### src/include/atc_pkg.sv
// shared constants for the antialias filter cutoff and tuning control
package atc_pkg;
   localparam int ADDR_W = 12;                        // control port address width
   localparam int DATA_W = 8;                         // control port data width
   localparam logic [11:0] REG_LP_CUT = 12'h00f;      // filter_lowpass_cutoff_select
   localparam logic [11:0] REG_HP_TUNE = 12'h02b;     // filter_highpass_and_tune_control
   localparam logic [7:0] LP_CUT_RST = 8'h00;         // reset value of cutoff register
   localparam logic [7:0] HP_TUNE_RST = 8'h00;        // reset value of control register
   localparam int CUT_BASE_LSB = 6;                   // base fraction field, bits 7:6
   localparam int CUT_SCALE_LSB = 3;                  // scale field, bits 5:3
   localparam int HP_RATIO_LSB = 0;                   // high-pass ratio field, bits 1:0
   localparam int TUNE_BIT = 6;                       // tuning start / busy bit
   localparam int TUNE_CYCLES = 512;                  // sample clock cycles per tuning run
   localparam int TRIM_W = 8;                         // width of the capacitor trim code
   localparam logic [1:0] BASE_THIRD = 2'h0;          // fs / 3
   localparam logic [1:0] BASE_FOURHALF = 2'h1;       // fs / 4.5
   localparam logic [1:0] BASE_SIXTH = 2'h2;          // fs / 6
   localparam logic [3:0] DIV_X2_THIRD = 4'h6;        // divisor times two
   localparam logic [3:0] DIV_X2_FOURHALF = 4'h9;
   localparam logic [3:0] DIV_X2_SIXTH = 4'hc;
   localparam logic [7:0] SCALE_145 = 8'h91;          // scale in hundredths, code 000
   localparam logic [7:0] SCALE_125 = 8'h7d;
   localparam logic [7:0] SCALE_113 = 8'h71;
   localparam logic [7:0] SCALE_100 = 8'h64;
   localparam logic [7:0] SCALE_090 = 8'h5a;
   localparam logic [7:0] SCALE_080 = 8'h50;
   localparam logic [7:0] SCALE_075 = 8'h4b;          // code 110
   localparam logic [3:0] HP_RATIO_12 = 4'hc;         // lowpass over highpass, code 00
   localparam logic [3:0] HP_RATIO_9 = 4'h9;
   localparam logic [3:0] HP_RATIO_6 = 4'h6;
   localparam logic [3:0] HP_RATIO_3 = 4'h3;          // code 11
endpackage

### src/include/atc_tune_if.sv
// handshake between register front end and tuning sequencer
`timescale 1ns/1ps
interface atc_tune_if #(parameter int TRIM_W = 8);
   logic start;                // one-cycle request to begin or restart a run
   logic busy;                 // tuning circuit enabled
   logic done;                 // one-cycle pulse on the cycle the run ends
   logic [TRIM_W-1:0] trim;    // held capacitor trim code
   modport ctrl (output start, input busy, input done, input trim);
   modport seq (input start, output busy, output done, output trim);
endinterface

### src/rtl/atc_ctrl.sv
// antialias filter cutoff selection and capacitor tuning control
`timescale 1ns/1ps
module atc_ctrl #(
   parameter int TUNE_LEN = atc_pkg::TUNE_CYCLES,   // sample cycles per run
   parameter int TRIM_W = atc_pkg::TRIM_W           // trim code width
) (
   input wire logic clk_sys_i,                        // system clock, 100 MHz
   input wire logic rst_n_i,                          // async reset, active low
   input wire logic ce_i,                             // clock enable
   input wire logic reg_wr_i,                         // control port write strobe
   input wire logic reg_rd_i,                         // control port read strobe
   input wire logic [atc_pkg::ADDR_W-1:0] reg_addr_i, // control port address
   input wire logic [atc_pkg::DATA_W-1:0] reg_wdata_i,// control port write data
   output logic [atc_pkg::DATA_W-1:0] reg_rdata_o,    // read data
   output logic reg_rvalid_o,                         // read data valid pulse
   input wire logic sample_clk_i,                     // converter sample clock
   input wire logic [TRIM_W-1:0] trim_code_i,         // trim code from analog tuner
   output logic [1:0] lp_base_sel_o,                  // base fraction code
   output logic [2:0] lp_scale_sel_o,                 // scale code
   output logic [3:0] lp_div_x2_o,                    // base divisor times two
   output logic [7:0] lp_scale_pct_o,                 // scale in hundredths
   output logic cut_code_ok_o,                        // cutoff code is a legal one
   output logic [1:0] hp_ratio_sel_o,                 // highpass ratio code
   output logic [3:0] hp_ratio_o,                     // lowpass over highpass ratio
   output logic tune_en_o,                            // tuning circuit enable
   output logic [TRIM_W-1:0] cap_trim_o               // held capacitor trim code
);
   // base fraction code to divisor; zero marks the unused code
   function automatic logic [3:0] base_div(input logic [1:0] code);
      unique case (code)
         atc_pkg::BASE_THIRD: base_div = atc_pkg::DIV_X2_THIRD;
         atc_pkg::BASE_FOURHALF: base_div = atc_pkg::DIV_X2_FOURHALF;
         atc_pkg::BASE_SIXTH: base_div = atc_pkg::DIV_X2_SIXTH;
         default: base_div = 4'h0;
      endcase
   endfunction

   // scale code to hundredths; code 111 has no factor
   function automatic logic [7:0] scale_pct(input logic [2:0] code);
      unique case (code)
         3'h0: scale_pct = atc_pkg::SCALE_145;
         3'h1: scale_pct = atc_pkg::SCALE_125;
         3'h2: scale_pct = atc_pkg::SCALE_113;
         3'h3: scale_pct = atc_pkg::SCALE_100;
         3'h4: scale_pct = atc_pkg::SCALE_090;
         3'h5: scale_pct = atc_pkg::SCALE_080;
         3'h6: scale_pct = atc_pkg::SCALE_075;
         default: scale_pct = 8'h00;
      endcase
   endfunction

   // reset release through two flops; assertion is still immediate
   logic [1:0] rst_sync_q;
   logic rst_n;
   always_ff @(posedge clk_sys_i or negedge rst_n_i) begin
      if (!rst_n_i) begin
         rst_sync_q <= 2'h0;
      end else begin
         rst_sync_q <= {rst_sync_q[0], 1'b1};
      end
   end
   assign rst_n = rst_sync_q[1];

   // pin synchronisers; the sample clock must stay below half of clk_sys
   // or edges are missed, so this suits the slower sample rates only
   logic [2:0] samp_q;                 // [0] first stage, [1] second, [2] edge delay
   logic [TRIM_W-1:0] trim_s1_q;       // first stage of trim code
   logic [TRIM_W-1:0] trim_s2_q;       // second stage, code is static at run end
   logic samp_edge;
   always_ff @(posedge clk_sys_i or negedge rst_n) begin
      if (!rst_n) begin
         samp_q <= 3'h0;
         trim_s1_q <= '0;
         trim_s2_q <= '0;
      end else if (ce_i) begin
         samp_q <= {samp_q[1:0], sample_clk_i};
         trim_s1_q <= trim_code_i;
         trim_s2_q <= trim_s1_q;
      end
   end
   assign samp_edge = samp_q[1] & ~samp_q[2];

   atc_tune_if #(.TRIM_W(TRIM_W)) tif ();

   // register state
   logic [7:0] cut_q, cut_d;           // cutoff select register
   logic [1:0] hp_q, hp_d;             // highpass ratio field
   logic tune_req_q, tune_req_d;       // tune bit as seen by software
   logic start_q, start_d;             // start pulse to the sequencer
   logic [7:0] rdata_q, rdata_d;       // read data
   logic rvalid_q, rvalid_d;           // read valid
   logic wr_cut, wr_hp;                // decoded writes
   logic tune_wr;                      // write with the tune bit set

   assign wr_cut = reg_wr_i && (reg_addr_i == atc_pkg::REG_LP_CUT);
   assign wr_hp = reg_wr_i && (reg_addr_i == atc_pkg::REG_HP_TUNE);
   assign tune_wr = wr_hp && reg_wdata_i[atc_pkg::TUNE_BIT];

   // next register values; a new start in the end cycle keeps the bit set
   always_comb begin
      cut_d = cut_q;
      hp_d = hp_q;
      tune_req_d = tune_req_q;
      start_d = tune_wr;
      rdata_d = rdata_q;
      rvalid_d = reg_rd_i;
      if (wr_cut) begin
         cut_d = reg_wdata_i & 8'hf8;                      // low bits reserved
      end
      if (wr_hp) begin
         hp_d = reg_wdata_i[atc_pkg::HP_RATIO_LSB +: 2];
      end
      if (tune_wr) begin
         tune_req_d = 1'b1;                                // set wins over clear
      end else if (tif.done) begin
         tune_req_d = 1'b0;                                // self-clear at run end
      end
      if (reg_rd_i) begin
         unique case (reg_addr_i)
            atc_pkg::REG_LP_CUT: rdata_d = cut_q;
            atc_pkg::REG_HP_TUNE: rdata_d = {1'b0, tune_req_q, 4'h0, hp_q};
            default: rdata_d = 8'h00;                      // unmapped reads zero
         endcase
      end
   end

   // register update
   always_ff @(posedge clk_sys_i or negedge rst_n) begin
      if (!rst_n) begin
         cut_q <= atc_pkg::LP_CUT_RST;
         hp_q <= atc_pkg::HP_TUNE_RST[1:0];
         tune_req_q <= 1'b0;                               // tuning idle
         start_q <= 1'b0;
         rdata_q <= 8'h00;
         rvalid_q <= 1'b0;
      end else if (ce_i) begin
         cut_q <= cut_d;
         hp_q <= hp_d;
         tune_req_q <= tune_req_d;
         start_q <= start_d;
         rdata_q <= rdata_d;
         rvalid_q <= rvalid_d;
      end
   end
   assign tif.start = start_q;

   atc_tune_seq #(.TUNE_LEN(TUNE_LEN), .TRIM_W(TRIM_W)) u_seq (
      .clk_sys_i(clk_sys_i),
      .rst_n_i(rst_n),
      .ce_i(ce_i),
      .samp_edge_i(samp_edge),
      .trim_in_i(trim_s2_q),
      .tif(tif)
   );

   // decoded settings, registered so every output leaves a flop
   logic [1:0] base_q;
   logic [2:0] scale_q;
   logic [3:0] div_q;
   logic [7:0] pct_q;
   logic ok_q;
   logic [1:0] hps_q;
   logic [3:0] ratio_q;
   logic [3:0] ratio_d;
   logic ok_d;
   logic [1:0] cb;
   logic [2:0] cs;
   logic tune_q;
   logic [TRIM_W-1:0] ctrim_q;

   // field split and ratio lookup
   always_comb begin
      cb = cut_q[atc_pkg::CUT_BASE_LSB +: 2];               // upper two bits
      cs = cut_q[atc_pkg::CUT_SCALE_LSB +: 3];              // middle three bits, 5:3
      ok_d = (base_div(cb) != 4'h0) && (scale_pct(cs) != 8'h00);
      unique case (hp_q)
         2'h0: ratio_d = atc_pkg::HP_RATIO_12;              // default
         2'h1: ratio_d = atc_pkg::HP_RATIO_9;
         2'h2: ratio_d = atc_pkg::HP_RATIO_6;
         2'h3: ratio_d = atc_pkg::HP_RATIO_3;
      endcase
   end

   // output registers
   always_ff @(posedge clk_sys_i or negedge rst_n) begin
      if (!rst_n) begin
         base_q <= 2'h0;
         scale_q <= 3'h0;
         div_q <= 4'h0;
         pct_q <= 8'h00;
         ok_q <= 1'b0;
         hps_q <= 2'h0;
         ratio_q <= 4'h0;
         tune_q <= 1'b0;
         ctrim_q <= '0;
      end else if (ce_i) begin
         base_q <= cb;
         scale_q <= cs;
         div_q <= base_div(cb);
         pct_q <= scale_pct(cs);
         ok_q <= ok_d;
         hps_q <= hp_q;
         ratio_q <= ratio_d;
         tune_q <= tif.busy;
         ctrim_q <= tif.trim;
      end
   end

   assign reg_rdata_o = rdata_q;
   assign reg_rvalid_o = rvalid_q;
   assign lp_base_sel_o = base_q;
   assign lp_scale_sel_o = scale_q;
   assign lp_div_x2_o = div_q;
   assign lp_scale_pct_o = pct_q;
   assign cut_code_ok_o = ok_q;
   assign hp_ratio_sel_o = hps_q;
   assign hp_ratio_o = ratio_q;
   assign tune_en_o = tune_q;
   assign cap_trim_o = ctrim_q;
endmodule

### src/rtl/atc_tune_seq.sv
// tuning run sequencer: counts sample clock edges and captures the trim
`timescale 1ns/1ps
module atc_tune_seq #(
   parameter int TUNE_LEN = atc_pkg::TUNE_CYCLES,
   parameter int TRIM_W = atc_pkg::TRIM_W
) (
   input wire logic clk_sys_i,               // system clock
   input wire logic rst_n_i,                 // synchronised reset, active low
   input wire logic ce_i,                    // clock enable
   input wire logic samp_edge_i,             // one pulse per sample clock rising edge
   input wire logic [TRIM_W-1:0] trim_in_i,  // synchronised trim code from analog loop
   atc_tune_if.seq tif                       // link to the register front end
);
   typedef enum logic {ATC_IDLE, ATC_RUN} atc_state_e;
   localparam int CNT_W = $clog2(TUNE_LEN + 1);
   localparam logic [CNT_W-1:0] LAST = CNT_W'(TUNE_LEN - 1);

   atc_state_e state_q, state_d;            // run state
   logic [CNT_W-1:0] cnt_q, cnt_d;          // sample edges seen this run
   logic [TRIM_W-1:0] trim_q, trim_d;       // held trim code
   logic done_w;                            // last edge of the run

   // the run ends on its final sample edge; a new start in that cycle restarts it
   always_comb begin
      state_d = state_q;
      cnt_d = cnt_q;
      trim_d = trim_q;
      done_w = (state_q == ATC_RUN) && samp_edge_i && (cnt_q == LAST);
      if (tif.start) begin                 // restart beats the natural end
         state_d = ATC_RUN;
         cnt_d = '0;
      end else if (state_q == ATC_RUN && samp_edge_i) begin
         if (done_w) begin                  // turn tuning off by itself
            state_d = ATC_IDLE;
            trim_d = trim_in_i;             // keep the new code until the next run ends
         end else begin
            cnt_d = cnt_q + 1'b1;           // count sample clock cycles
         end
      end
   end

   // registers only; ce low freezes the run
   always_ff @(posedge clk_sys_i or negedge rst_n_i) begin
      if (!rst_n_i) begin
         state_q <= ATC_IDLE;               // tuning off by default
         cnt_q <= '0;
         trim_q <= '0;
      end else if (ce_i) begin
         state_q <= state_d;
         cnt_q <= cnt_d;
         trim_q <= trim_d;
      end
   end

   assign tif.busy = (state_q == ATC_RUN);
   assign tif.done = done_w && ce_i && !tif.start;
   assign tif.trim = trim_q;

   // helper: sample edges since the start, for the run length check
   logic [CNT_W:0] hlp_q;
   always_ff @(posedge clk_sys_i or negedge rst_n_i) begin
      if (!rst_n_i) begin
         hlp_q <= '0;
      end else if (ce_i) begin
         if (tif.start) begin
            hlp_q <= '0;
         end else if (tif.busy && samp_edge_i) begin
            hlp_q <= hlp_q + 1'b1;
         end
      end
   end
endmodule

### config.mk
export PLATFORM = sky130hd
export DESIGN_NAME = atc_ctrl
export DESIGN_NICKNAME = d
export VERILOG_FILES = /design/src/include/atc_pkg.sv /design/src/include/atc_tune_if.sv /design/src/rtl/atc_ctrl.sv /design/src/rtl/atc_tune_seq.sv
export SDC_FILE = /design/constraint.sdc
export NUM_CORES = 1
export LEC_CHECK = 0
export ABC_AREA = 1
export BUFFER_PORTS_ARGS = -buffer_cell sky130_fd_sc_hd__buf_2
export CORE_ASPECT_RATIO = 1.5
export CORE_MARGIN = 2
export CORE_UTILIZATION = 35
export DETAILED_ROUTE_END_ITERATION = 8
export GPL_TIMING_DRIVEN = 1
export HOLD_SLACK_MARGIN = 0.02
export REMOVE_ABC_BUFFERS = 1
export SLEW_MARGIN = 20
export SYNTH_ARGS = -nofsm -noshare
export SYNTH_HDL_FRONTEND = slang
export SYNTH_SLANG_ARGS = --single-unit
### constraint.sdc
create_clock -name clk_sys_i -period 3.9 [get_ports clk_sys_i]
set_clock_uncertainty 0.1 [all_clocks]
set_input_delay 0.585 -clock clk_sys_i [delete_from_list [all_inputs] [get_ports clk_sys_i]]
set_output_delay 0.585 -clock clk_sys_i [all_outputs]
set_load 0.1 [all_outputs]
==> key figures, run 1 <==
Setup path
  – Crit-path leading delay family: simple AND/OR/NAND/NOR gates
  – R2R setup slack: between 2 and 2.5 ns
  – Slowest-stage cell, CP: dfrtp_1
  – Crit path top cell by count: nand3_4
  – Crit-path max FO: 17
  – Startpoint types: register
  – CP Capture Type: register
  – Worst path bufs/invs: 1
  – Critical Path, Cell by Cell: ha_1 -> nand2_2 -> nor2_4 -> nand3_4 -> clkinv_4 -> nand3_4 -> nand2_1 -> o21ai_2
  – Max incr delay on CP: 0.45 ns
  – Required @ worst endpoint: about 4.0 ns
  – WS Path Type: register to register
  – Critical path data arrival time: 1.96 ns

Synth
  – Register area share after synthesis: approximately three fifths
  – FF+latch count, synth: 90
  – Area leader, netlist: dfrtp_1
  – Post-synth top cells: nand2_1 (166), dfrtp_1 (90), inv_1 (39), o21ai_0 (27), nor2_1 (22)
  – Warnings from Yosys: 0
  – Post-Syn Area per Cell: 8.98 um^2
  – Yosys top cell area share: roughly three fifths
  – Most numerous cell in the Yosys netlist: nand2_1
  – Number of flops mapped to enable cells by yosys: 0
  – Ys async rst share: 100%
  – Post-Synthesis Cells: 426
  – Synth cell types: 31
  – Synth Flop Type: dfrtp_1
  – Top post-synthesis cells by area: dfrtp_1 (59%), nand2_1 (16%), inv_1 (3.8%), o21ai_0 (3.5%), nor2_1 (2.2%)
  – Synth Cell Area: 0.00383 mm^2

CTS
  – CTS tree: done
  – Skew-Pair Late Insertion Delay: about 0.34 ns
  – Sink Count: 90
  – Htree depth: 3
  – Post-cts gate resize count: 0
  – Clk slew on worst S/H paths: ~0.070 ns
  – Root buffer cell: clkbuf_16
  – Maximum clock path buffer count: 2
  – Total CTS buffers: 9

Final layout
  – Area growth, synth to finish: 21.8%
  – Layout cell share with drive strength beyond 1: 22.7%
  – N_diodes: 0
  – Nets: 540

Drt
  – Post-Route WL: 7870 um
  – WL/cell: 12.1 um
  – Drt pass-1 iters: 4
  – Vias/cell: roughly 4.5
  – Final ANT Viol Nets: 0
  – DRT iter0 DRCs: 115
  – Vias: 2,920
  – Number of remaining DRC errors: 0

Global routing
  – Vias in the first global route: 2,799
  – GR Util All Layers: 14.2%
  – First-pass GRT wire length: approximately 13,000 um
  – Largest net degree at the start of global routing: 89
  – Total gr overflow: 0
  – Initial antenna violation count: 0

Die
  – Ports: 76
  – Die Wd: 89.4 um
  – # rows: 46
  – Starting Density: a little over a third
  – Core area: around 0.011 mm^2
  – Die height: 132 um
  – Die area: ~0.012 mm^2

STA
  – Final period util: 47.3%
  – Hold Fails Final Rpt: 0
  – Setup Viol. Count Final: 0
  – WHS: 0.237 ns
  – Worst Tran Pin Value: 0.933 ns
  – Tmin final: 1.84 ns
  – Setup TNS: 0 ns
  – Fmax: 542 MHz
  – Slew margin rel.: 37.7%
  – Max Slew Vio Count: 0
  – RSZ-0062 raised after global routing: false

Power
  – Leak pwr: 2.43 nW
  – PD cells: 432 mW/mm^2
  – Peak VDD IR: 0.204 mV

Place
  – Port-buffer cells: 73
  – Gp weighted congestion: 0.822
  – DP HPWL: 5280 um

Run status
  – Run status: finished clean

Min path
  – Path type of the worst min-delay path: register to async pin

Flow run
  – Max-capacitance violation count: 0
area by class of cell:
cell class	instances	area [um^2]
well taps	144	180
fillers	1084	5930
flip-flops and latches	90	2260
clock inverters	6	78.8
inverters	41	159
repair buffers	77	410
multi-input cells	282	1350
clock buffers	10	229
state kept, by name, summed over array words and instances, names as in the netlist, 3 cells and up:
register,cells
u_seq.cnt_q,10
cap_trim_o,8
lp_scale_pct_o,8
trim_s1_q,8
trim_s2_q,8
u_seq.tif.trim,8
reg_rdata_o,7
cut_q,5
hp_ratio_o,4
lp_div_x2_o,4
lp_scale_sel_o,3
samp_q,3
per-layer routing:
layer | track usage (%) | up-vias | wire, um
met5 | 0 | - | 0
met4 | 5.72 | 0 | 139
met3 | 2.82 | 7 | 255
met2 | 23.5 | 52 | 4010
met1 | 18.0 | 1387 | 3460
li1 | - | 1474 | -
worst paths after layout:
kind                                             from                       endpoint  cells past startpoint
max                        u_seq.cnt_q[0]$_DFFE_PN0P_  u_seq.tif.trim[3]$_DFFE_PN0P_                      8
min                           rst_sync_q[1]$_DFF_PN0_      hp_ratio_o[3]$_DFFE_PN0P_                      0
max reg2reg                u_seq.cnt_q[0]$_DFFE_PN0P_  u_seq.tif.trim[3]$_DFFE_PN0P_                      8
min reg2reg                   rst_sync_q[1]$_DFF_PN0_      hp_ratio_o[3]$_DFFE_PN0P_                      0
max in group asynchronous     rst_sync_q[1]$_DFF_PN0_  lp_scale_pct_o[6]$_DFFE_PN0P_                      1
min in group clk_sys_i        rst_sync_q[0]$_DFF_PN0_        rst_sync_q[1]$_DFF_PN0_                      0
stage by stage:
step / cells / total power, mW / utilization, % / setup WS [ns] / cell area (um^2)
2_1_floorplan: 413 / 1.10 / - / 1.11 / 3760
3_3_place_gp: 632 / 1.15 / 40.8 / 1.71 / 4320
3_5_place_dp: 632 / 1.15 / 40.8 / 1.67 / 4320
4_1_cts: 649 / 2.04 / 43.8 / 2.02 / 4640
5_1_grt: 650 / 2.10 / 44.0 / 1.83 / 4660
6_report: 650 / 2.01 / 44.0 / 2.06 / 4660
power breakdown:
part,internal [mW],switching (mW),total (mW),leakage [nW]
registers,0.962,0.0212,0.983,1.18
clock network,0.504,0.374,0.878,0.142
logic,0.0357,0.118,0.153,1.10
total,1.50,0.513,2.01,2.43
cell usage in the layout, fill, tap and decap left out, types with 2 or more instances in the layout:
cell / instances
o21ai_0: 27
ha_1: 5
xor2_1: 3
a21oi_1: 4
clkinv_4: 3
clkinvlp_4: 2
dfrtp_1: 89
nand3_4: 2
o21ai_2: 9
conb_1: 2
xnor2_1: 2
inv_1: 39
nand2_2: 3
or2_2: 2
nand2_1: 166
nand3_1: 8
o21a_1: 2
clkbuf_16: 9
buf_2: 73
buf_4: 2
nor2_1: 22
nor2_4: 2
o21ai_1: 11
nand4_1: 6
cells by family (layout without fill, tap and decap cells):
family / count (synthesis) / after routing / share of synthesized area, %
xor+xnor: 5 / 5 / 1.14
other cells: 2 / 2 / 0.196
compound gates: 57 / 57 / 8.96
flops: 90 / 90 / 58.8
fa+ha+maj: 5 / 5 / 1.63
buf+inv: 54 / 134 / 5.92
simple gates: 213 / 213 / 23.3
what timing repair did:
| item | 4_1_cts | 5_1_grt |
|---|---|---|
| hold buffers | 1 | 0 |
| endpoints found under the hold margin | 2 | 0 |
| buffers inserted | 0 | 0 |
No activity file was read; power rests on OpenSTA's default activity.
==> run 2: changes to the inputs <==
clock period = 1.9 ns   (was 3.9 ns; I/O delays follow)
==> key figures, run 2 (synthesis results as in run 1) <==
Global routing
  – Largest net degree at the start of global routing: 57
  – GR Util All Layers: 15.2%
  – Total gr overflow: 0
  – Initial antenna violation count: 0
  – Vias in the first global route: 3,041
  – First-pass GRT wire length: about 14,000 um

STA
  – Max Slew Vio Count: 0
  – Setup Viol. Count Final: 0
  – WHS: 0.0391 ns
  – Post-route setup slack: approximately 0.19 ns
  – Tmin final: 1.71 ns
  – RSZ-0062 raised after global routing: false
  – Hold Fails Final Rpt: 0
  – Fmax: 586 MHz
  – Final period util: between 80% and 90%
  – Setup TNS: 0 ns

Die
  – Core area: between 0.01 and 0.015 mm^2
  – Die area: approximately 0.012 mm^2
  – Starting Density: between 30% and 40%
  – Die Wd: between 80 and 90 um
  – Die height: around 130 um
  – Ports: between 70 and 80
  – # rows: 46

Drt
  – Number of remaining DRC errors: 0
  – Final ANT Viol Nets: 0
  – DRT iter0 DRCs: 170
  – Drt pass-1 iters: 4
  – Post-Route WL: ~8200 um
  – WL/cell: 12.5 um
  – Vias/cell: 4.54
  – Vias: ~3,000

Flow run
  – Max-capacitance violation count: 0

Final layout
  – Fin cells: between 600 and 700
  – Most common cell after layout, fill and taps aside: nand2_1
  – Biggest register: u_seq.cnt_q
  – Most frequent cells in the layout: nand2_1 (166), dfrtp_1 (89), buf_2 (73), inv_1 (39), o21ai_0 (27)
  – Nets: 544
  – N_diodes: 0
  – Max reg flops: 10
  – Area growth, synth to finish: 23.4%
  – Util after Layout: 44.6%
  – Layout cell share with drive strength beyond 1: 23.3%
  – Fillcell total: 1,059

Setup path
  – R2R setup slack: 0.19 ns
  – Worst path bufs/invs: 0
  – Crit-path max FO: 10
  – Slowest-stage cell, CP: dfrtp_1
  – Crit-path leading delay family: simple AND/OR/NAND/NOR gates
  – Startpoint types: register
  – Critical path data arrival time: about 1.9 ns
  – Required @ worst endpoint: 2.05 ns
  – CP Capture Type: register
  – Max incr delay on CP: between 0.3 and 0.4 ns
  – Critical Path, Cell by Cell: ha_1 -> nand2_2 -> nor2_4 -> nand3_1 -> nand4_1 -> o21ai_1
  – WS Path Type: register to register
  – Crit path from: u_seq.cnt_q[0]$_DFFE_PN0P_
  – Critical R2R Launch: u_seq.cnt_q[0]$_DFFE_PN0P_

Min path
  – Path type of the worst min-delay path: input port to register
  – Hold Crit Start: trim_code_i[6]

CTS
  – Post-cts gate resize count: 0
  – Sink Count: 90
  – Total CTS buffers: 9
  – Skew-Pair Late Insertion Delay: between 0.3 and 0.4 ns
  – Root buffer cell: clkbuf_16
  – Post-CTS setup buffer count: 0
  – Clk slew on worst S/H paths: 0.07 ns
  – Maximum clock path buffer count: 2
  – Htree depth: 3
  – CTS tree: done

Place
  – Placed cell count: 637
  – Gp weighted congestion: 0.827
  – Worst slack, placed: 0.198 ns
  – Port-buffer cells: 73
  – DP HPWL: 5770 um

Run status
  – Run status: finished clean

Power
  – PD cells: 905 mW/mm^2
  – Peak VDD IR: 0.381 mV
  – Leak pwr: 2.47 nW
==> run 2: final cells by class <==
cell class	count	area (um^2)	share of cell area [%]
inverters	41	159	3.36
flip-flops and latches	90	2260	47.7
multi-input cells	282	1350	28.5
well taps	144	180	3.81
clock buffers	11	243	5.14
clock inverters	5	85.1	1.80
repair buffers	81	453	9.59
==> run 2: where the power goes <==
| group | switching, mW | internal (mW) |
|---|---|---|
| Sequential | 0.0262 | 1.97 |
| Combinational | 0.260 | 0.0803 |
| Clock | 0.738 | 1.20 |
| Total | 1.02 | 3.25 |
==> run 2: path summary, 6_finish.rpt <==
| kind | to | cells past startpoint |
|---|---|---|
| worst max-delay path | u_seq.cnt_q[6]$_DFFE_PN0P_ | 6 |
| worst max register to register | u_seq.cnt_q[6]$_DFFE_PN0P_ | 6 |
| max in group asynchronous | samp_q[0]$_DFFE_PN0P_ | 1 |
| worst min-delay path | trim_s1_q[6]$_DFFE_PN0P_ | 3 |
| worst min register to register | hp_ratio_o[3]$_DFFE_PN0P_ | 1 |
| min in group asynchronous | rst_sync_q[1]$_DFF_PN0_ | 2 |
==> run 2: routing by layer <==
| layer | vias to the layer above | global-route usage (%) | part of all wire [%] |
|---|---|---|---|
| li1 | 1490 | - | - |
| met1 | 1384 | 18.6 | 42 |
| met2 | 80 | 25.3 | 51 |
| met3 | 17 | 2.57 | 4.0 |
| met4 | 0 | 7.38 | 2.9 |
| met5 | - | 0 | 0 |
==> run 2: worst reg2reg max path, stage by stage (launching register included) <==
cell and delay [ns]:
dfrtp_1 0.38, ha_1 0.26, nand2_2 0.10, nor2_4 0.06, nand3_1 0.08, nand4_1 0.37
o21ai_1 0.28
==> run 2: stage by stage <==
step | area [um^2] | power, mW
final | 4720 | 4.28
after global routing | 4720 | 4.45
after CTS | 4720 | 4.33
after detailed placement | 4390 | 2.38
after global placement | 4390 | 2.38
after floorplan | 3760 | 2.26
==> run 2: timing repair <==
| action | CTS | global route |
|---|---|---|
| hold endpoints to repair | 2 | 0 |
| setup endpoints to repair | 0 | 0 |
| hold buffers | 1 | 0 |
